`config.mk`:
```
export PLATFORM = sky130hd
export DESIGN_NAME = uvr_top
export DESIGN_NICKNAME = d
export VERILOG_FILES = /design/src/verilog/uvr_pkg.sv /design/src/verilog/uvr_top.sv
export SDC_FILE = /design/constraint.sdc
export NUM_CORES = 1
export LEC_CHECK = 0
export BUFFER_PORTS_ARGS = -buffer_cell sky130_fd_sc_hd__buf_2
export CAP_MARGIN = 10
export CORE_UTILIZATION = 35
export CTS_CLUSTER_SIZE = 25
export DETAILED_ROUTE_END_ITERATION = 8
export PLACE_DENSITY = 0.62
export SLEW_MARGIN = 15
export SYNTH_ARGS = -nofsm -noshare
export SYNTH_HDL_FRONTEND = slang
export SYNTH_SLANG_ARGS = --single-unit
export TNS_END_PERCENT = 100
```
`constraint.sdc`:
```
create_clock -name clk -period 3.37 [get_ports clk]
set_input_delay 0.5055 -clock clk [delete_from_list [all_inputs] [get_ports clk]]
set_output_delay 0.5055 -clock clk [all_outputs]
set_load 0.02 [all_outputs]
```
`src/verilog/uvr_pkg.sv`:
```
/*
 * Constants and carrier types for the vendor register access block.
 * Assumes a USB device core that hands over decoded SETUP packets.
 */
package uvr_pkg;

	// ****************************************
	// Request encodings
	// ****************************************
	localparam logic [7:0]  REQ_TYPE_READ   = 8'hC0;
	localparam logic [7:0]  REQ_TYPE_WRITE  = 8'h40;
	localparam logic [7:0]  REQ_CODE_READ   = 8'h0D;
	localparam logic [7:0]  REQ_CODE_WRITE  = 8'h0E;
	localparam logic [15:0] LEN_READ        = 16'h0001;
	localparam logic [15:0] LEN_WRITE       = 16'h0000;

	// ****************************************
	// Application numbers (wValue high byte)
	// ****************************************
	localparam logic [7:0] APP_CONTROL = 8'h00;
	localparam logic [7:0] APP_PRINTER = 8'h01;
	localparam logic [7:0] APP_UART    = 8'h02;

	// ****************************************
	// Printer port offsets
	// ****************************************
	localparam logic [15:0] PP_OFS_DATA    = 16'h0000;
	localparam logic [15:0] PP_OFS_STATUS  = 16'h0001;
	localparam logic [15:0] PP_OFS_CONTROL = 16'h0002;
	localparam logic [15:0] PP_OFS_FIFO_A  = 16'h0008;
	localparam logic [15:0] PP_OFS_CONF_B  = 16'h0009;
	localparam logic [15:0] PP_OFS_EXT     = 16'h000A;

	// ****************************************
	// UART offsets and fields
	// ****************************************
	localparam logic [15:0] UA_OFS_HOLD   = 16'h0000;
	localparam logic [15:0] UA_OFS_IEN    = 16'h0001;
	localparam logic [15:0] UA_OFS_FIID   = 16'h0002;
	localparam logic [15:0] UA_OFS_LINE   = 16'h0003;
	localparam logic [15:0] UA_OFS_MODEM  = 16'h0004;
	localparam logic [15:0] UA_OFS_LSTAT  = 16'h0005;
	localparam logic [15:0] UA_OFS_MSTAT  = 16'h0006;
	localparam logic [15:0] UA_OFS_SCR    = 16'h0007;
	localparam int          LINE_DLAB_BIT = 7;

	// ****************************************
	// Control application offsets
	// ****************************************
	localparam logic [15:0] CT_OFS_BAUD  = 16'h0000;
	localparam logic [15:0] CT_OFS_FLOW  = 16'h0001;
	localparam logic [15:0] CT_OFS_CLOCK = 16'h0002;

	// ****************************************
	// Reset values
	// ****************************************
	localparam logic [7:0]  RST_BYTE    = 8'h00;
	localparam logic [15:0] RST_DIVISOR = 16'h0000;

	typedef struct packed {
		logic [7:0]  req_type;
		logic [7:0]  req_code;
		logic [15:0] value;
		logic [15:0] index;
		logic [15:0] length;
	} uvr_setup_type;

	typedef enum logic [2:0] {
		ST_IDLE  = 3'b001,
		ST_EXEC  = 3'b010,
		ST_REPLY = 3'b100
	} uvr_state_type;

endpackage

```
`src/verilog/uvr_top.sv`:
```
/*
 * Vendor request interpreter: turns SETUP requests into single byte
 * register reads and writes of the printer port, UART and control set.
 * Assumes the USB core holds setup_valid until setup_ready and reads
 * the reply pulse; UART engine supplies status bytes on the same clock.
 */
`timescale 1ns/100ps

module uvr_top
	import uvr_pkg::*;
(
	// Clock and reset
	input  wire logic          clk,
	input  wire logic          rst,
	// Setup request from USB core
	input  wire uvr_setup_type setup,
	input  wire logic          setup_valid,
	output logic               setup_ready,
	// Answer to USB core
	output logic               reply_valid,
	output logic               reply_stall,
	output logic [7:0]         reply_data,
	// UART side status inputs
	input  wire logic [7:0]    uart_rx_data,
	input  wire logic [7:0]    uart_int_ident,
	input  wire logic [7:0]    uart_line_status,
	input  wire logic [7:0]    uart_modem_status,
	// UART side register outputs
	output logic [7:0]         tx_data,
	output logic               tx_load,
	output logic               rx_taken,
	output logic [15:0]        divisor,
	output logic [7:0]         fifo_ctl,
	output logic               fifo_ctl_load
);

	// ****************************************
	// Registers
	// ****************************************
	uvr_state_type state_r;
	uvr_setup_type req_r;
	logic [7:0]    pp_data_r, pp_status_r, pp_control_r;
	logic [7:0]    pp_fifo_r, printer_config_b_r, pp_ext_r;
	logic [7:0]    ien_r, line_r, modem_r, lstat_w_r, mstat_w_r, scr_r;
	logic [15:0]   divisor_r;
	logic [7:0]    ct_baud_r, ct_flow_r, ct_clock_r;

	// ****************************************
	// Request decode
	// ****************************************
	logic       is_read, is_write, dlab, known, rd_hit;
	logic [7:0] app, wbyte, rd_val;
	logic [15:0] ofs;

	assign app   = req_r.value[15:8];
	assign wbyte = req_r.value[7:0];
	assign ofs   = req_r.index;
	assign dlab  = line_r[LINE_DLAB_BIT];
	assign is_read  = req_r.req_type == REQ_TYPE_READ && req_r.req_code == REQ_CODE_READ
		&& req_r.length == LEN_READ;
	assign is_write = req_r.req_type == REQ_TYPE_WRITE && req_r.req_code == REQ_CODE_WRITE
		&& req_r.length == LEN_WRITE;

	always_comb begin
		rd_hit = 1'b1;
		rd_val = RST_BYTE;
		unique case (app)
			APP_PRINTER: begin
				unique case (ofs)
					PP_OFS_DATA:    rd_val = pp_data_r;
					PP_OFS_STATUS:  rd_val = pp_status_r;
					PP_OFS_CONTROL: rd_val = pp_control_r;
					PP_OFS_FIFO_A:  rd_val = pp_fifo_r;
					PP_OFS_CONF_B:  rd_val = printer_config_b_r;
					PP_OFS_EXT:     rd_val = pp_ext_r;
					default:        rd_hit = 1'b0;
				endcase
			end
			APP_UART: begin
				unique case (ofs)
					UA_OFS_HOLD:  rd_val = dlab ? divisor_r[7:0] : uart_rx_data;
					UA_OFS_IEN:   rd_val = dlab ? divisor_r[15:8] : ien_r;
					UA_OFS_FIID:  rd_val = uart_int_ident;
					UA_OFS_LINE:  rd_val = line_r;
					UA_OFS_MODEM: rd_val = modem_r;
					UA_OFS_LSTAT: rd_val = uart_line_status;
					UA_OFS_MSTAT: rd_val = uart_modem_status;
					UA_OFS_SCR:   rd_val = scr_r;
					default:      rd_hit = 1'b0;
				endcase
			end
			APP_CONTROL: begin
				unique case (ofs)
					CT_OFS_BAUD:  rd_val = ct_baud_r;
					CT_OFS_FLOW:  rd_val = ct_flow_r;
					CT_OFS_CLOCK: rd_val = ct_clock_r;
					default:      rd_hit = 1'b0;
				endcase
			end
			default: rd_hit = 1'b0;
		endcase
	end

	// Offset maps are identical for both directions
	assign known = (is_read || is_write) && rd_hit;

	logic do_wr;
	assign do_wr = state_r == ST_EXEC && is_write && known;

	// ****************************************
	// Sequencer
	// ****************************************
	always_ff @(posedge clk) begin
		if (rst) begin
			state_r <= ST_IDLE;
			req_r   <= '0;
		end else begin
			unique case (state_r)
				ST_IDLE: if (setup_valid) begin
					req_r   <= setup;
					state_r <= ST_EXEC;
				end
				ST_EXEC:  state_r <= ST_REPLY;
				ST_REPLY: state_r <= ST_IDLE;
			endcase
		end
	end

	always_ff @(posedge clk) begin
		if (rst) begin
			setup_ready <= 1'b0;
			reply_valid <= 1'b0;
			reply_stall <= 1'b0;
			reply_data  <= RST_BYTE;
			rx_taken    <= 1'b0;
		end else begin
			setup_ready <= state_r == ST_IDLE && setup_valid && !setup_ready;
			reply_valid <= state_r == ST_EXEC;
			reply_stall <= state_r == ST_EXEC && !known;
			reply_data  <= (state_r == ST_EXEC && is_read && known) ? rd_val : RST_BYTE;
			rx_taken    <= state_r == ST_EXEC && is_read && known && app == APP_UART
				&& ofs == UA_OFS_HOLD && !dlab;
		end
	end

	// ****************************************
	// Printer port registers
	// ****************************************
	always_ff @(posedge clk) begin
		if (rst) begin
			pp_data_r    <= RST_BYTE;
			pp_status_r  <= RST_BYTE;
			pp_control_r <= RST_BYTE;
			pp_fifo_r    <= RST_BYTE;
			printer_config_b_r  <= RST_BYTE;
			pp_ext_r     <= RST_BYTE;
		end else if (do_wr && app == APP_PRINTER) begin
			unique case (ofs)
				PP_OFS_DATA:    pp_data_r    <= wbyte;
				PP_OFS_STATUS:  pp_status_r  <= wbyte;
				PP_OFS_CONTROL: pp_control_r <= wbyte;
				PP_OFS_FIFO_A:  pp_fifo_r    <= wbyte;
				PP_OFS_CONF_B:  printer_config_b_r  <= wbyte;
				PP_OFS_EXT:     pp_ext_r     <= wbyte;
				default: ;
			endcase
		end
	end

	// ****************************************
	// UART registers
	// ****************************************
	always_ff @(posedge clk) begin
		if (rst) begin
			ien_r         <= RST_BYTE;
			line_r        <= RST_BYTE;
			modem_r       <= RST_BYTE;
			lstat_w_r     <= RST_BYTE;
			mstat_w_r     <= RST_BYTE;
			scr_r         <= RST_BYTE;
			divisor_r     <= RST_DIVISOR;
			tx_data       <= RST_BYTE;
			tx_load       <= 1'b0;
			fifo_ctl      <= RST_BYTE;
			fifo_ctl_load <= 1'b0;
		end else begin
			tx_load       <= 1'b0;
			fifo_ctl_load <= 1'b0;
			if (do_wr && app == APP_UART) begin
				unique case (ofs)
					UA_OFS_HOLD: if (dlab) divisor_r[7:0] <= wbyte;
						else begin
							tx_data <= wbyte;
							tx_load <= 1'b1;
						end
					UA_OFS_IEN: if (dlab) divisor_r[15:8] <= wbyte;
						else ien_r <= wbyte;
					UA_OFS_FIID: begin
						fifo_ctl      <= wbyte;
						fifo_ctl_load <= 1'b1;
					end
					UA_OFS_LINE:  line_r    <= wbyte;
					UA_OFS_MODEM: modem_r   <= wbyte;
					UA_OFS_LSTAT: lstat_w_r <= wbyte;
					UA_OFS_MSTAT: mstat_w_r <= wbyte;
					UA_OFS_SCR:   scr_r     <= wbyte;
					default: ;
				endcase
			end
		end
	end

	always_ff @(posedge clk) begin
		if (rst)
			divisor <= RST_DIVISOR;
		else
			divisor <= divisor_r;
	end

	// ****************************************
	// Control application registers
	// ****************************************
	always_ff @(posedge clk) begin
		if (rst) begin
			ct_baud_r  <= RST_BYTE;
			ct_flow_r  <= RST_BYTE;
			ct_clock_r <= RST_BYTE;
		end else if (do_wr && app == APP_CONTROL) begin
			unique case (ofs)
				CT_OFS_BAUD:  ct_baud_r  <= wbyte;
				CT_OFS_FLOW:  ct_flow_r  <= wbyte;
				CT_OFS_CLOCK: ct_clock_r <= wbyte;
				default: ;
			endcase
		end
	end

	// ****************************************
	// Assertions
	// ****************************************
	property p_read_len;
		@(posedge clk) disable iff (rst)
		(state_r == ST_EXEC && req_r.length != LEN_READ && req_r.req_code == REQ_CODE_READ)
			|=> reply_stall;
	endproperty
	a_read_len: assert property (p_read_len) else $error("bad read length not stalled");

	property p_write_len;
		@(posedge clk) disable iff (rst)
		(state_r == ST_EXEC && req_r.req_code == REQ_CODE_WRITE && req_r.length != LEN_WRITE)
			|=> reply_stall;
	endproperty
	a_write_len: assert property (p_write_len) else $error("bad write length not stalled");

	property p_scr_write;
		@(posedge clk) disable iff (rst)
		(do_wr && app == APP_UART && ofs == UA_OFS_SCR) |=> scr_r == $past(wbyte);
	endproperty
	a_scr_write: assert property (p_scr_write) else $error("scratch write lost");

	property p_tx_load;
		@(posedge clk) disable iff (rst)
		(do_wr && app == APP_UART && ofs == UA_OFS_HOLD && !dlab)
			|=> tx_load && tx_data == $past(wbyte);
	endproperty
	a_tx_load: assert property (p_tx_load) else $error("transmit load missing");

	property p_dll;
		@(posedge clk) disable iff (rst)
		(do_wr && app == APP_UART && ofs == UA_OFS_HOLD && dlab)
			|=> !tx_load ##1 divisor[7:0] == $past(wbyte, 2);
	endproperty
	a_dll: assert property (p_dll) else $error("divisor low not written");

	property p_dlm;
		@(posedge clk) disable iff (rst)
		(do_wr && app == APP_UART && ofs == UA_OFS_IEN && dlab)
			|=> ##1 divisor[15:8] == $past(wbyte, 2);
	endproperty
	a_dlm: assert property (p_dlm) else $error("divisor high not written");

	property p_stall_hold;
		@(posedge clk) disable iff (rst)
		(state_r == ST_EXEC && !known) |=> reply_stall && $stable(scr_r) && $stable(line_r);
	endproperty
	a_stall_hold: assert property (p_stall_hold) else $error("unknown request changed state");

	property p_reply_time;
		@(posedge clk) disable iff (rst)
		(state_r == ST_IDLE && setup_valid) |-> ##2 reply_valid;
	endproperty
	a_reply_time: assert property (p_reply_time) else $error("reply not after two cycles");

	property p_fifo_ctl;
		@(posedge clk) disable iff (rst)
		(do_wr && app == APP_UART && ofs == UA_OFS_FIID) |=> fifo_ctl_load && !tx_load;
	endproperty
	a_fifo_ctl: assert property (p_fifo_ctl) else $error("fifo control not loaded");

	property p_lstat_wr;
		@(posedge clk) disable iff (rst)
		(do_wr && app == APP_UART && ofs == UA_OFS_LSTAT) |=> lstat_w_r == $past(wbyte);
	endproperty
	a_lstat_wr: assert property (p_lstat_wr) else $error("line status shadow lost");

	property p_mstat_wr;
		@(posedge clk) disable iff (rst)
		(do_wr && app == APP_UART && ofs == UA_OFS_MSTAT) |=> mstat_w_r == $past(wbyte);
	endproperty
	a_mstat_wr: assert property (p_mstat_wr) else $error("modem status shadow lost");

	property p_pp_ext_wr;
		@(posedge clk) disable iff (rst)
		(do_wr && app == APP_PRINTER && ofs == PP_OFS_EXT) |=> pp_ext_r == $past(wbyte);
	endproperty
	a_pp_ext_wr: assert property (p_pp_ext_wr) else $error("printer write lost");

	property p_ct_clock_wr;
		@(posedge clk) disable iff (rst)
		(do_wr && app == APP_CONTROL && ofs == CT_OFS_CLOCK) |=> ct_clock_r == $past(wbyte);
	endproperty
	a_ct_clock_wr: assert property (p_ct_clock_wr) else $error("control write lost");

	property p_ien_wr;
		@(posedge clk) disable iff (rst)
		(do_wr && app == APP_UART && ofs == UA_OFS_IEN && !dlab)
			|=> ien_r == $past(wbyte) && $stable(divisor_r);
	endproperty
	a_ien_wr: assert property (p_ien_wr) else $error("interrupt enable write lost");

	property p_rx_read;
		@(posedge clk) disable iff (rst)
		(state_r == ST_EXEC && is_read && known && app == APP_UART
			&& ofs == UA_OFS_HOLD && !dlab)
			|=> rx_taken && reply_data == $past(uart_rx_data);
	endproperty
	a_rx_read: assert property (p_rx_read) else $error("receive byte not returned");

	property p_read_ok;
		@(posedge clk) disable iff (rst)
		(state_r == ST_EXEC && is_read && known) |=> reply_valid && !reply_stall;
	endproperty
	a_read_ok: assert property (p_read_ok) else $error("good read stalled");

	property p_ready_pulse;
		@(posedge clk) disable iff (rst)
		setup_ready |=> !setup_ready;
	endproperty
	a_ready_pulse: assert property (p_ready_pulse) else $error("ready longer than one cycle");

	property p_stall_regs;
		@(posedge clk) disable iff (rst)
		(state_r == ST_EXEC && !known)
			|=> $stable(pp_data_r) && $stable(divisor_r) && $stable(ct_clock_r) && !tx_load;
	endproperty
	a_stall_regs: assert property (p_stall_regs) else $error("refused request wrote");

	c_read:    cover property (@(posedge clk) reply_valid && !reply_stall && is_read);
	c_write:   cover property (@(posedge clk) tx_load);
	c_stall:   cover property (@(posedge clk) reply_stall);
	c_divisor: cover property (@(posedge clk) do_wr && dlab);
	c_control: cover property (@(posedge clk) do_wr && app == APP_CONTROL);

endmodule // uvr_top

```
Word-level counts from Yosys, hierarchy flattened

Cells that the tools add are included.

Equality and inequality tests: 21
Mux-type cells: 14
Bitwise operators: 4
Reduce and logical (&&, ||, !) cells: 49

Operators by type and width:

| operator                                                                | number |
|---|---|
| 16-bit by 3-bit equality test with 1-bit output (second input constant) | 4 |
| 8-bit case mux with 8 select lines                                      | 1 |
| 16-bit by 4-bit equality test with 1-bit output (second input constant) | 3 |
| 8-bit case mux with 3 select lines                                      | 2 |
| 8-bit case mux with 6 select lines                                      | 1 |
| 16-bit by 1-bit equality test with 1-bit output (second input constant) | 2 |
| 16-bit by 2-bit equality test with 1-bit output (second input constant) | 2 |
| 16-bit logical NOT                                                      | 2 |
| 2-bit AND reduction                                                     | 14 |
| 1-bit logical AND                                                       | 18 |
| 8-bit by 4-bit equality test with 1-bit output (second input constant)  | 2 |
| 8-bit two-way mux                                                       | 2 |
| 3-bit AND reduction                                                     | 4 |
| 3-bit case mux with 3 select lines                                      | 1 |
| 8-bit by 1-bit equality test with 1-bit output (second input constant)  | 1 |
| 8-bit by 2-bit equality test with 1-bit output (second input constant)  | 1 |
| 8-bit by 7-bit equality test with 1-bit output (second input constant)  | 1 |
| 8-bit equality test (second input constant)                             | 1 |
| 8-bit logical NOT                                                       | 1 |
| 8-bit OR reduction                                                      | 1 |
| 3-bit OR reduction                                                      | 2 |
| 6-bit OR reduction                                                      | 1 |
| 1-bit two-way mux                                                       | 5 |
| 1-bit NOT                                                               | 4 |
| 9 further kinds                                                         | 12 |

Register bits after elaboration: 233
Input bits: 99
Output and inout bits: 46
Logic and storage cells: 119

Depth between registers and ports, before layout

Gate-level depths: netlist of the first run.

Depth after elaboration: 9
Gate-level depth with buffers: 9
Depth with buffers taken out: 6

Least setup slack after synthesis of the first run

Ideal clock, no wire load.

Path type: flip-flop to flip-flop
Start: register req_r (netlist bit ofs[4])
End: register divisor_r[11]
Library setup time: 0.117 ns
Data arrival time: 2.308 ns
Data required time: 3.253 ns
Setup slack: 0.945 ns
Stages on the path, launching flop included: 9
Buffers on the path: 2
Period minus slack after synthesis: 2.425 ns
Path through: dfxtp_1 or4_1 buf_2 or4_4 nor3b_4 nand4_2 buf_2 nand2_1 o21ai_1

Longest elaborated chain between the ends: 8
Elaborated cells between the ends (all ways): 22
Classes of those cells: eq/ne: 10; mux: 4; reduce/logical: 8

RTL lines:

| what                                                                    | RTL line                                    | RTL |
|---|---|---|
| from (decl)                                                             | uvr_top.sv:41                               | `uvr_setup_type req_r;` |
| from (signal assigned)                                                  | uvr_top.sv:120                              | `req_r <= setup;` |
| 16-bit by 2-bit equality test with 1-bit output (tied with other cells) | uvr_top.sv:69, uvr_top.sv:80, uvr_top.sv:93 |  |
| 8-bit OR reduction (no source line) (tied with other cells)             | n/a                                         |  |
| 1-bit two-way mux, on equally long branches                             | uvr_top.sv:80, uvr_top.sv:69, uvr_top.sv:93 |  |
| 1-bit case mux with 3 select lines                                      | uvr_top.sv:67                               | `unique case (app)` |
| 1-bit logical AND                                                       | uvr_top.sv:105                              | `assign known = (is_read \|\| is_write) && rd_hit;` |
| 1-bit logical AND                                                       | uvr_top.sv:108                              | `assign do_wr = state_r == ST_EXEC && is_write && known;` |
| 1-bit logical AND                                                       | uvr_top.sv:189                              | `if (do_wr && app == APP_UART) begin` |
| 3-bit AND reduction (no source line) *                                  | n/a                                         |  |
| to (signal assigned)                                                    | uvr_top.sv:196                              | `UA_OFS_IEN: if (dlab) divisor_r[15:8] <= wbyte;` |
| to (decl)                                                               | uvr_top.sv:45                               | `logic [15:0] divisor_r;` |

Every way passes the cells marked *; elsewhere a longest branch is shown, timed or not.
A chain may end at the register's enable or synchronous reset.

Final worst setup path of the first run

Start: register req_r (netlist bit ofs[11])
End: register reply_data[2]

Longest elaborated chain between the ends: 8
Elaborated cells between the ends (all ways): 26
Classes of those cells: eq/ne: 10; mux: 8; bitwise: 1; reduce/logical: 7

RTL lines:

| what                                                                    | RTL line                                    | RTL |
|---|---|---|
| 16-bit by 2-bit equality test with 1-bit output (tied with other cells) | uvr_top.sv:69, uvr_top.sv:80, uvr_top.sv:93 |  |
| 8-bit OR reduction (no source line) (tied with other cells)             | n/a                                         |  |
| 1-bit two-way mux, on equally long branches                             | uvr_top.sv:80, uvr_top.sv:69, uvr_top.sv:93 |  |
| 1-bit case mux with 3 select lines                                      | uvr_top.sv:67                               |  |
| 1-bit logical AND                                                       | uvr_top.sv:105                              |  |
| 1-bit logical AND                                                       | uvr_top.sv:140                              | `reply_data <= (state_r == ST_EXEC && is_read && known) ? rd_val : RST_BYTE;` |
| 1-bit NOT (no source line)                                              | n/a                                         |  |
| 2-bit OR reduction (no source line)                                     | n/a                                         |  |
| to (signal assigned)                                                    | uvr_top.sv:140                              |  |
| to (decl)                                                               | uvr_top.sv:22                               | `output logic [7:0] reply_data,` |

Several ways; a longest one is shown, not always the timed one.

==> summary.txt, run 1 <==
STA
  • TNS Setup: 0 ns
  • Setup-failing EPs final: 0
  • Max Transition Viols Final: 0
  • Setup slack after layout: 0.395 ns
  • Ratio of final minimum period to clock period: 0.883
  • Worst slew margin: 0.365
  • Worst Tran Pin Value: 0.952 ns
  • Max Clock Freq: 336 MHz
  • Post-layout minimum cycle time: 2.97 ns
  • RSZ-0062 raised after global routing: no
  • Final hold vios: 0
  • Clock skew: 0.0198 ns

Job
  • Maxcap violations: 0

Synthesis
  • Area share of the largest cell type after synthesis: 0.484
  • Syn_area_per_cell: 8.67 sq um
  • Area leader, netlist: dfxtp_1
  • #FFs+latches synth: 233
  • Asr flop ratio synth: 0
  • Mapped Cells: 1,112
  • Yosys Warn Count: 0
  • Post-synth EDFFs: 0
  • Area contributors post-synth: dfxtp_1 48%, mux2i_1 9.2%, nand2_1 8.6%
  • Ys flop type: dfxtp_1
  • Cell variety after synth: 50
  • Seq/Total Area, Yosys: 0.484
  • Post-Syn Nets: 1,211
  • Netlist Area Pre-Place: 9640 sq um

Finish
  • Finished Layout Cells: 1,580
  • Layout cells sized above 1: 0.204
  • Most frequent cells in the layout: 233 x dfxtp_1, 222 x nand2_1, 143 x buf_2
  • Commonest non-fill, non-tap cell in the layout: dfxtp_1
  • Area growth, synth to finish: 20.5%
  • Post-layout nets: 1,318

Place
  • Hpwl dp: 17.9 mm
  • Final GP Congestion: 0.795
  • I/O Buffers: 144
  • Placed cell count: 1,532
  • DP Worst Slack: 0.404 ns

Outcome
  • Outcome: complete, no violations

Global routing
  • First-pass GRT wire length: 42.7 mm
  • Via count of the first global-routing pass: 7,805
  • Tot GR Track Use: 0.188
  • Maximum number of pins on one net before global-route repair: 96
  • Remaining global-route overflow: 0
  • Initial antenna violation count: 1

Worst setup path
  • Arrival time worst endpoint: 3.42 ns
  • Worst setup path class: reg2reg
  • Reg2reg setup slack: 0.40 ns
  • Setup crit start: ofs[11]
  • Reg-to-reg startpoint: ofs[11]
  • Setup crit start kind: register
  • CP Capture Point: reply_data[2]
  • Crit path max fanout: 12
  • WP data required: 3.82 ns
  • CP Capture Type: register
  • R2R cell count: 6
  • Critical R2R Capture: reply_data[2]

Route
  • DRC viols: 0
  • First-iteration detailed-routing DRC count: 651
  • Avg Vias per Cell: 5.22
  • DR vias: 8,247
  • WL per Instance: 16.8 um
  • Antenna-violating nets left: 0
  • Drt pass-1 iters: 6
  • Final wirelength: 26.6 mm

Min path
  • Hold Path Class: in2reg

Clock network
  • PostCTS Resize Cnt: 0
  • CTS tree: built
  • Clock buffer count from CTS: 26
  • Number of hold buffers added after cts: 0
  • Clk slew on worst S/H paths: 0.06 ns
  • Clock Sinks: 233
  • Clk root buf: clkbuf_16
  • Clock Tree Buf Depth: 3
  • Setup bufs post-CTS: 0
  • CTS H-tree lvls: 1
  • Clk_lat worst skew: 0.53 ns

Floorplanning
  • Die ar.: 28,200 sq um
  • I/O pin count: 145
  • Initial core utilization: 0.358
  • CORE AREA: 27,000 sq um
  • Die Y-Extent: 168 um
  • Die X: 168 um
  • FP Rows: 60

Power
  • Peak VDD IR: 0.000322 V
  • PD cells: 548 nW/um^2
  • Pwr Total: 6360 uW
  • P_leak: 0.00488 uW
## cells by family (layout without fill, tap and decap cells)
family / Yosys count / count (layout) / share of synthesized area
AND/OR/NAND/NOR: 480 / 480 / 0.244
other: 0 / 1 / 0
multiplexers: 101 / 101 / 0.106
flip-flops: 233 / 233 / 0.484
buffers and inverters: 97 / 223 / 0.0419
AO/OA/AOI/OAI: 201 / 201 / 0.124
## metal layers
| metal | share of wire | track usage |
|---|---|---|
| met2 | 0.46 | 0.303 |
| met1 | 0.48 | 0.266 |
| met5 | 0 | 0 |
| met3 | 0.046 | 0.0216 |
| met4 | 0.021 | 0.0511 |
## worst min path at each step
stage / slack [ns] / startpoint / end / cells after the start
floorplan: 0.43 / line_r[1] / line_r[1] / 2
global placement: 0.40 / setup_ready / setup_ready / 1
detailed placement: 0.41 / setup_ready / setup_ready / 1
CTS: 0.19 / setup[1] / req_r[1] / 3
global route: 0.21 / setup[1] / req_r[1] / 3
finish: 0.21 / setup[62] / req_r[62] / 3
## state kept, by name, indices dropped and copies added (netlist names), 3 cells and up
signal and cells:
req_r 40, ct_flow_r 8, scr_r 8, ofs 16
printer_config_b_r 8, line_r 8, app 8, tx_data 8
pp_ext_r 8, pp_control_r 8, ien_r 8, pp_data_r 8
divisor_r 16, modem_r 8, ct_baud_r 8, ct_clock_r 8
pp_status_r 8, state_r 3, pp_fifo_r 8, divisor 16
fifo_ctl 8, reply_data 8
## through the flow
stage	hold WS, ns	utilization	instance area [sq um]
after floorplan	0.427	-	9640
after global routing	0.207	0.431	11600
after global placement	0.403	0.397	10700
after detailed placement	0.410	0.397	10700
final	0.210	0.431	11600
after CTS	0.190	0.431	11600
## final cells by class
cell class	count	area, sq um
clock inverter	12	179
fill	2715	15300
sequential	233	4660
multi-input combinational	782	4620
antenna	1	2.50
timing repair buffer	174	990
tap	341	427
clock buffer	35	724
inverter	2	7.51
## synthesized netlist by cell type, types with 2 or more instances
| cell | count |
|---|---|
| nand2_1 | 222 |
| buf_2 | 32 |
| nand2b_1 | 10 |
| o21ai_1 | 14 |
| nand4b_1 | 5 |
| nor2_1 | 93 |
| a22o_1 | 2 |
| inv_1 | 2 |
| a222oi_1 | 13 |
| o21ai_0 | 13 |
| o2bb2ai_1 | 3 |
| nor4b_1 | 3 |
| dfxtp_1 | 233 |
| or4bb_1 | 3 |
| nor4_2 | 4 |
| or4_1 | 7 |
| nor3_1 | 7 |
| and4b_1 | 2 |
| nand4_1 | 10 |
| nor3b_1 | 2 |
| mux2_2 | 12 |
| a21o_1 | 3 |
| or2_2 | 2 |
| a31oi_1 | 4 |
| nor2b_1 | 22 |
| nand3_1 | 49 |
| or4b_2 | 4 |
| buf_1 | 2 |
| a22oi_1 | 27 |
| and4_1 | 2 |
| nor4_1 | 14 |
| mux2i_1 | 89 |
| a211oi_1 | 2 |
| clkbuf_1 | 61 |
| nor3b_4 | 2 |
| nand4_4 | 3 |
| a221oi_1 | 3 |
| a21oi_1 | 114 |
| and2_1 | 6 |
## critical path: stages (launching register included)
cell	delay [ns]
dfxtp_1	0.31
or4_1	0.80
nor3_1	0.54
and4_1	0.43
o31ai_1	0.14
or2_1	0.43
a31oi_1	0.24
## power by group
part	internal, uW	switching (uW)	total (uW)
registers	2800	68.5	2870
logic	189	340	529
clock network	1820	1140	2960
Note: power is estimated with default switching activity, not from simulation.
==> run 2, diff against run 1 <==
CORE_ASPECT_RATIO = 0.9   (was default)
==> summary.txt, run 2 (synthesis results as in run 1) <==
Finish
  • Post-layout nets: 1,316 (-0.15%)
  • Finished Layout Cells: 1,589 (+0.57%)
  • Max FFs per register: 40 (unchanged)
  • Diode count: 0 (-1)
  • Area growth, synth to finish: 19.9%
  • Final Core Density: 0.428 (-0.00339)
  • Most frequent cells in the layout: 233 x dfxtp_1, 222 x nand2_1, 143 x buf_2
  • Commonest non-fill, non-tap cell in the layout: dfxtp_1
  • Biggest register: req_r
  • Layout cells sized above 1: 0.204 (-0.000313)

Route
  • First-iteration detailed-routing DRC count: 629 (-3.4%)
  • WL per Instance: 16.7 um (-0.73%)
  • Final wirelength: 26.5 mm (-0.17%)
  • DR vias: 8,240 (-0.085%)
  • Antenna-violating nets left: 0 (unchanged)
  • Avg Vias per Cell: 5.19 (-0.65%)
  • Drt pass-1 iters: 5 (-1)
  • DRC viols: 0 (unchanged)

Worst setup path
  • Setup crit start kind: register
  • Worst-path cell chain: or4_1 > or3_4 > nor3b_4 > o31ai_1 > or2_1 > a31oi_1
  • CP Capture Type: register
  • Worst setup path class: reg2reg
  • Crit path max fanout: 12 (unchanged)
  • WP data required: 3.79 ns (-0.03 ns)
  • Critical path's largest stage delay: 0.80 ns (about the same)
  • Crit path buffers/inverters: 0 (unchanged)
  • Critical-path top delay cell: or4_1
  • Arrival time worst endpoint: 3.41 ns (about the same)
  • Worst path top cell family by delay: simple AND/OR/NAND/NOR gates
  • Reg2reg setup slack: 0.39 ns (about the same)

Clock network
  • Clk slew on worst S/H paths: 0.06 ns (about the same)
  • Clock buffer count from CTS: 24 (-7.7%)
  • Number of hold buffers added after cts: 0 (unchanged)
  • CTS tree: built
  • Setup bufs post-CTS: 0 (unchanged)
  • Clock Tree Buf Depth: 3 (unchanged)
  • CTS H-tree lvls: 1 (unchanged)
  • Clk root buf: clkbuf_16
  • Clk_lat worst skew: 0.51 ns (-0.02 ns)
  • Clock Sinks: 233 (unchanged)
  • PostCTS Resize Cnt: 0 (unchanged)

Power
  • Clock power frac: 0.452 (-0.013)
  • PD cells: 535 nW/um^2 (-2.3%)
  • P_leak: 0.00484 uW (-0.77%)
  • P_int: 4670 uW (-3.0%)
  • Sequential share of power: 0.465 (+0.014)
  • Switching Share: 0.246 (+0.00152)
  • Peak VDD IR: 0.000468 V (+45%)
  • Sw power: 1520 uW (-2.2%)
  • Comb power frac: 0.083 (about the same)

Global routing
  • Initial antenna violation count: 0 (-1)
  • First-pass GRT wire length: 42.1 mm (-1.5%)
  • Via count of the first global-routing pass: 7,748 (-0.73%)
  • Maximum number of pins on one net before global-route repair: 84 (-13%)
  • Tot GR Track Use: 0.186 (-0.00261)
  • Remaining global-route overflow: 0 (unchanged)

STA
  • Setup slack after layout: 0.388 ns (-0.00764 ns)
  • Setup-failing EPs final: 0 (unchanged)
  • Worst slew margin: 0.340 (-0.0243)
  • Ratio of final minimum period to clock period: 0.885 (+0.00227)
  • Final hold vios: 0 (unchanged)
  • Clock skew: 0.00878 ns (-0.0110 ns)
  • Post-layout minimum cycle time: 2.98 ns (+0.00764 ns)
  • Max Transition Viols Final: 0 (unchanged)
  • Max Clock Freq: 335 MHz (-0.26%)
  • TNS Setup: 0 ns (unchanged)
  • RSZ-0062 raised after global routing: no
  • Worst Tran Pin Value: 0.988 ns (+0.0364 ns)

Min path
  • Hold Path Class: in2reg

Job
  • Maxcap violations: 0 (unchanged)

Place
  • Final GP Congestion: 0.808 (+1.6%)
  • I/O Buffers: 144 (unchanged)
  • Placed cell count: 1,545 (+0.85%)
  • DP Worst Slack: 0.391 ns (-0.0136 ns)
  • Hpwl dp: 18.0 mm (+0.71%)

Floorplanning
  • Die X: 177 um (+5.3%)
  • Initial core utilization: 0.357 (-0.00104)
  • FP Rows: 57 (-5.0%)
  • I/O pin count: 145 (unchanged)
  • CORE AREA: 27,000 sq um (+0.29%)
  • Die Y-Extent: 159 um (-5.1%)
  • Die ar.: 28,200 sq um (about the same)

Outcome
  • Outcome: complete, no violations
[run 2: cell count changes in the layout (fill, tap and decap cells not counted), sizes merged]
cell / delta
bufinv: -2
clkbuf: +1
diode: -1
clkinv: -5
clkinvlp: +3
[run 2: power groups by stage]
stage | Clock (uW) | Sequential (uW) | Combinational [uW]
after floorplan | 0 | 2880 | 353
after global placement | 0 | 2930 | 511
after detailed placement | 0 | 2940 | 511
after CTS | 2840 | 2870 | 513
after global routing | 2950 | 2880 | 561
final | 2790 | 2880 | 512
[run 2: layout make-up]
type                            count  area [sq um]
Clock buffer                       36           747
Clock inverter                      8          97.6
Fill cell                        2696         15500
Inverter                            2          7.51
Multi-Input combinational cell    782          4620
Sequential cell                   233          4660
Tap cell                          354           443
Timing Repair Buffer              174           977
[run 2: worst reg2reg max path, cell delays in order, from the launching register on]
cell and delay, ns:
dfxtp_1 0.31, or4_1 0.80, or3_4 0.47, nor3b_4 0.44, o31ai_1 0.19, or2_1 0.42, a31oi_1 0.27
[run 2: metrics by stage]
stage          cell area, sq um  total power (uW)  hold slack [ns]
3_5_place_dp              10700              3450            0.411
5_1_grt                   11600              6390            0.226
6_report                  11600              6180            0.224
4_1_cts                   11600              6220            0.212
2_1_floorplan              9640              3240            0.427
3_3_place_gp              10700              3450            0.404
[run 2: layer usage]
metal | track usage | wire, um
met2 | 0.288 | 11600
met5 | 0 | 0
met3 | 0.0279 | 1490
met4 | 0.0329 | 411
met1 | 0.272 | 13000
[run 2: final timing paths]
check / endpoint / from / depth (start not counted)
max reg2reg: reply_data[1] / ofs[11] / 6
min: req_r[62] / setup[62] / 3
max: reply_data[1] / ofs[11] / 6
min reg2reg: setup_ready / setup_ready / 1
==> run 3, diff against run 2 <==
REMOVE_ABC_BUFFERS = 1   (was default)
==> summary.txt, run 3 (synthesis results as in run 1) <==
Outcome
  • Outcome: complete, no violations

Route
  • Drt pass-1 iters: 7 (+2)
  • Avg Vias per Cell: 5.18 (-0.13%)
  • Antenna-violating nets left: 0 (unchanged)
  • WL per Instance: 16.6 um (-0.77%)
  • DRC viols: 0 (unchanged)
  • First-iteration detailed-routing DRC count: 729 (+16%)
  • Final wirelength: 26.4 mm (-0.40%)
  • DR vias: 8,260 (+0.24%)

STA
  • RSZ-0062 raised after global routing: no
  • Setup slack after layout: 0.589 ns (+0.201 ns)
  • Hold slack: 0.211 ns (-0.0134 ns)
  • Max Clock Freq: 360 MHz (+7.2%)
  • Setup-failing EPs final: 0 (unchanged)
  • Clock skew: 0.0147 ns (+0.00589 ns)
  • Ratio of final minimum period to clock period: 0.825 (-0.0597)
  • Worst slew margin: 0.375 (+0.0348)
  • Final hold vios: 0 (unchanged)
  • Post-layout minimum cycle time: 2.78 ns (-0.201 ns)
  • Worst Tran Pin Value: 0.936 ns (-0.0522 ns)
  • Max Transition Viols Final: 0 (unchanged)

Finish
  • Biggest register: req_r
  • Max FFs per register: 40 (unchanged)
  • Design area: 11,600 sq um (+0.78%)
  • Diode count: 0 (unchanged)
  • Most frequent cells in the layout: 233 x dfxtp_1, 222 x nand2_1, 143 x buf_2
  • Post-layout nets: 1,321 (+0.38%)
  • Commonest non-fill, non-tap cell in the layout: dfxtp_1
  • Layout cells sized above 1: 0.209 (+0.00465)
  • Filler cells: 2,698 (+0.074%)
  • Area growth, synth to finish: 20.8%

Floorplanning
  • CORE AREA: 27,000 sq um (unchanged)
  • Die X: 177 um (unchanged)
  • Die Y-Extent: 159 um (unchanged)
  • Initial core utilization: 0.357 (unchanged)
  • FP Rows: 57 (unchanged)
  • I/O pin count: 145 (unchanged)
  • Die ar.: 28,200 sq um (unchanged)

Min path
  • Hold Path Class: in2reg
  • Worst hold path depth: 3 (unchanged)

Place
  • I/O Buffers: 144 (unchanged)
  • Dpl cell area: 10,700 sq um (+0.21%)
  • DP Worst Slack: 0.618 ns (+0.227 ns)
  • Hpwl dp: 17.4 mm (-3.6%)
  • Final GP Congestion: 0.804 (-0.57%)

Clock network
  • Clk root buf: clkbuf_16
  • Number of hold buffers added after cts: 0 (unchanged)
  • Clk_lat worst skew: 0.53 ns (+0.02 ns)
  • CTS H-tree lvls: 1 (unchanged)
  • PostCTS Resize Cnt: 0 (unchanged)
  • Setup bufs post-CTS: 0 (unchanged)
  • Clk slew on worst S/H paths: 0.06 ns (about the same)
  • Clock buffer count from CTS: 26 (+8.3%)
  • Clock Tree Buf Depth: 3 (unchanged)
  • CTS tree: built
  • Clock Sinks: 233 (unchanged)

Worst setup path
  • Setup crit start kind: register
  • Worst-path cell chain: or4_1 > buf_4 > nor3_1 > and4_1 > o31ai_1 > or2_1 > a31oi_1
  • Worst setup path class: reg2reg
  • Crit path max fanout: 9 (-3)
  • R2R cell count: 7 (+1)
  • Critical-path top delay cell: or4_1
  • CP Capture Type: register
  • Critical path's largest stage delay: 0.55 ns (-0.25 ns)
  • Arrival time worst endpoint: 3.24 ns (-0.17 ns)
  • WP data required: 3.83 ns (+0.04 ns)

Global routing
  • Tot GR Track Use: 0.185 (-0.000228)
  • Remaining global-route overflow: 0 (unchanged)
  • Maximum number of pins on one net before global-route repair: 75 (-11%)
  • Initial antenna violation count: 1 (+1)
  • First-pass GRT wire length: 42.1 mm (about the same)
  • Via count of the first global-routing pass: 7,764 (+0.21%)

Power
  • Peak VDD IR: 0.000321 V (-31%)
  • PD cells: 546 nW/um^2 (+2.1%)
  • P_leak: 0.00489 uW (+0.97%)
  • Pwr Total: 6360 uW (+2.9%)

Job
  • Maxcap violations: 0 (unchanged)
-- run 3: changes by cell type in the layout (fill, tap and decap cells not counted) --
cell	previous run	this run
clkinv_2	3	2
bufinv_16	2	3
clkbuf_8	8	3
clkinvlp_4	3	2
inv_6	0	2
clkbuf_16	25	27
buf_4	28	31
clkinv_4	0	5
clkbuf_1	3	2
inv_8	0	1
-- run 3: worst max-delay path: cells and delay by family (launching register included) --
family / cells / cell delay, ns
flops: 1 / 0.32
simple gates: 4 / 1.87
buf+inv: 1 / 0.20
compound gates: 2 / 0.32
-- run 3: cell type report --
type | instances | area, sq um | area share
flip-flops and latches | 233 | 4660 | 0.401
inverters | 2 | 7.51 | 0.000645
clock buffers | 32 | 724 | 0.0622
multi-input cells | 782 | 4620 | 0.397
repair buffers | 177 | 1000 | 0.0858
well taps | 354 | 443 | 0.0380
clock inverters | 15 | 188 | 0.0161
-- run 3: path summary, 6_finish.rpt --
check | startpoint | end | slack (ns)
max | ofs[4] | reply_data[1] | 0.59
min | setup[7] | req_r[7] | 0.21
max reg2reg | ofs[4] | reply_data[1] | 0.59
min reg2reg | setup_ready | setup_ready | 0.41
-- run 3: routing by layer --
layer  vias to the layer above  wire (um)  GRT usage
li1                       4088          -          -
met1                      3872      12400      0.269
met2                       268      11700      0.278
met3                        30       1970     0.0396
met4                         2        344     0.0411
met5                         -         13          0
-- run 3: power by group --
group          switching, uW  total (uW)  internal (uW)
Sequential              72.5        2870           2800
Combinational            335         517            183
Clock                   1190        2970           1780
-- run 3: stage by stage --
step / cells / utilization / setup TNS (ns)
5_1_grt: 1595 / 0.431 / 0
6_report: 1595 / 0.431 / 0
3_3_place_gp: 1548 / 0.397 / 0
2_1_floorplan: 1017 / - / -192.69
3_5_place_dp: 1548 / 0.397 / 0
4_1_cts: 1595 / 0.431 / 0
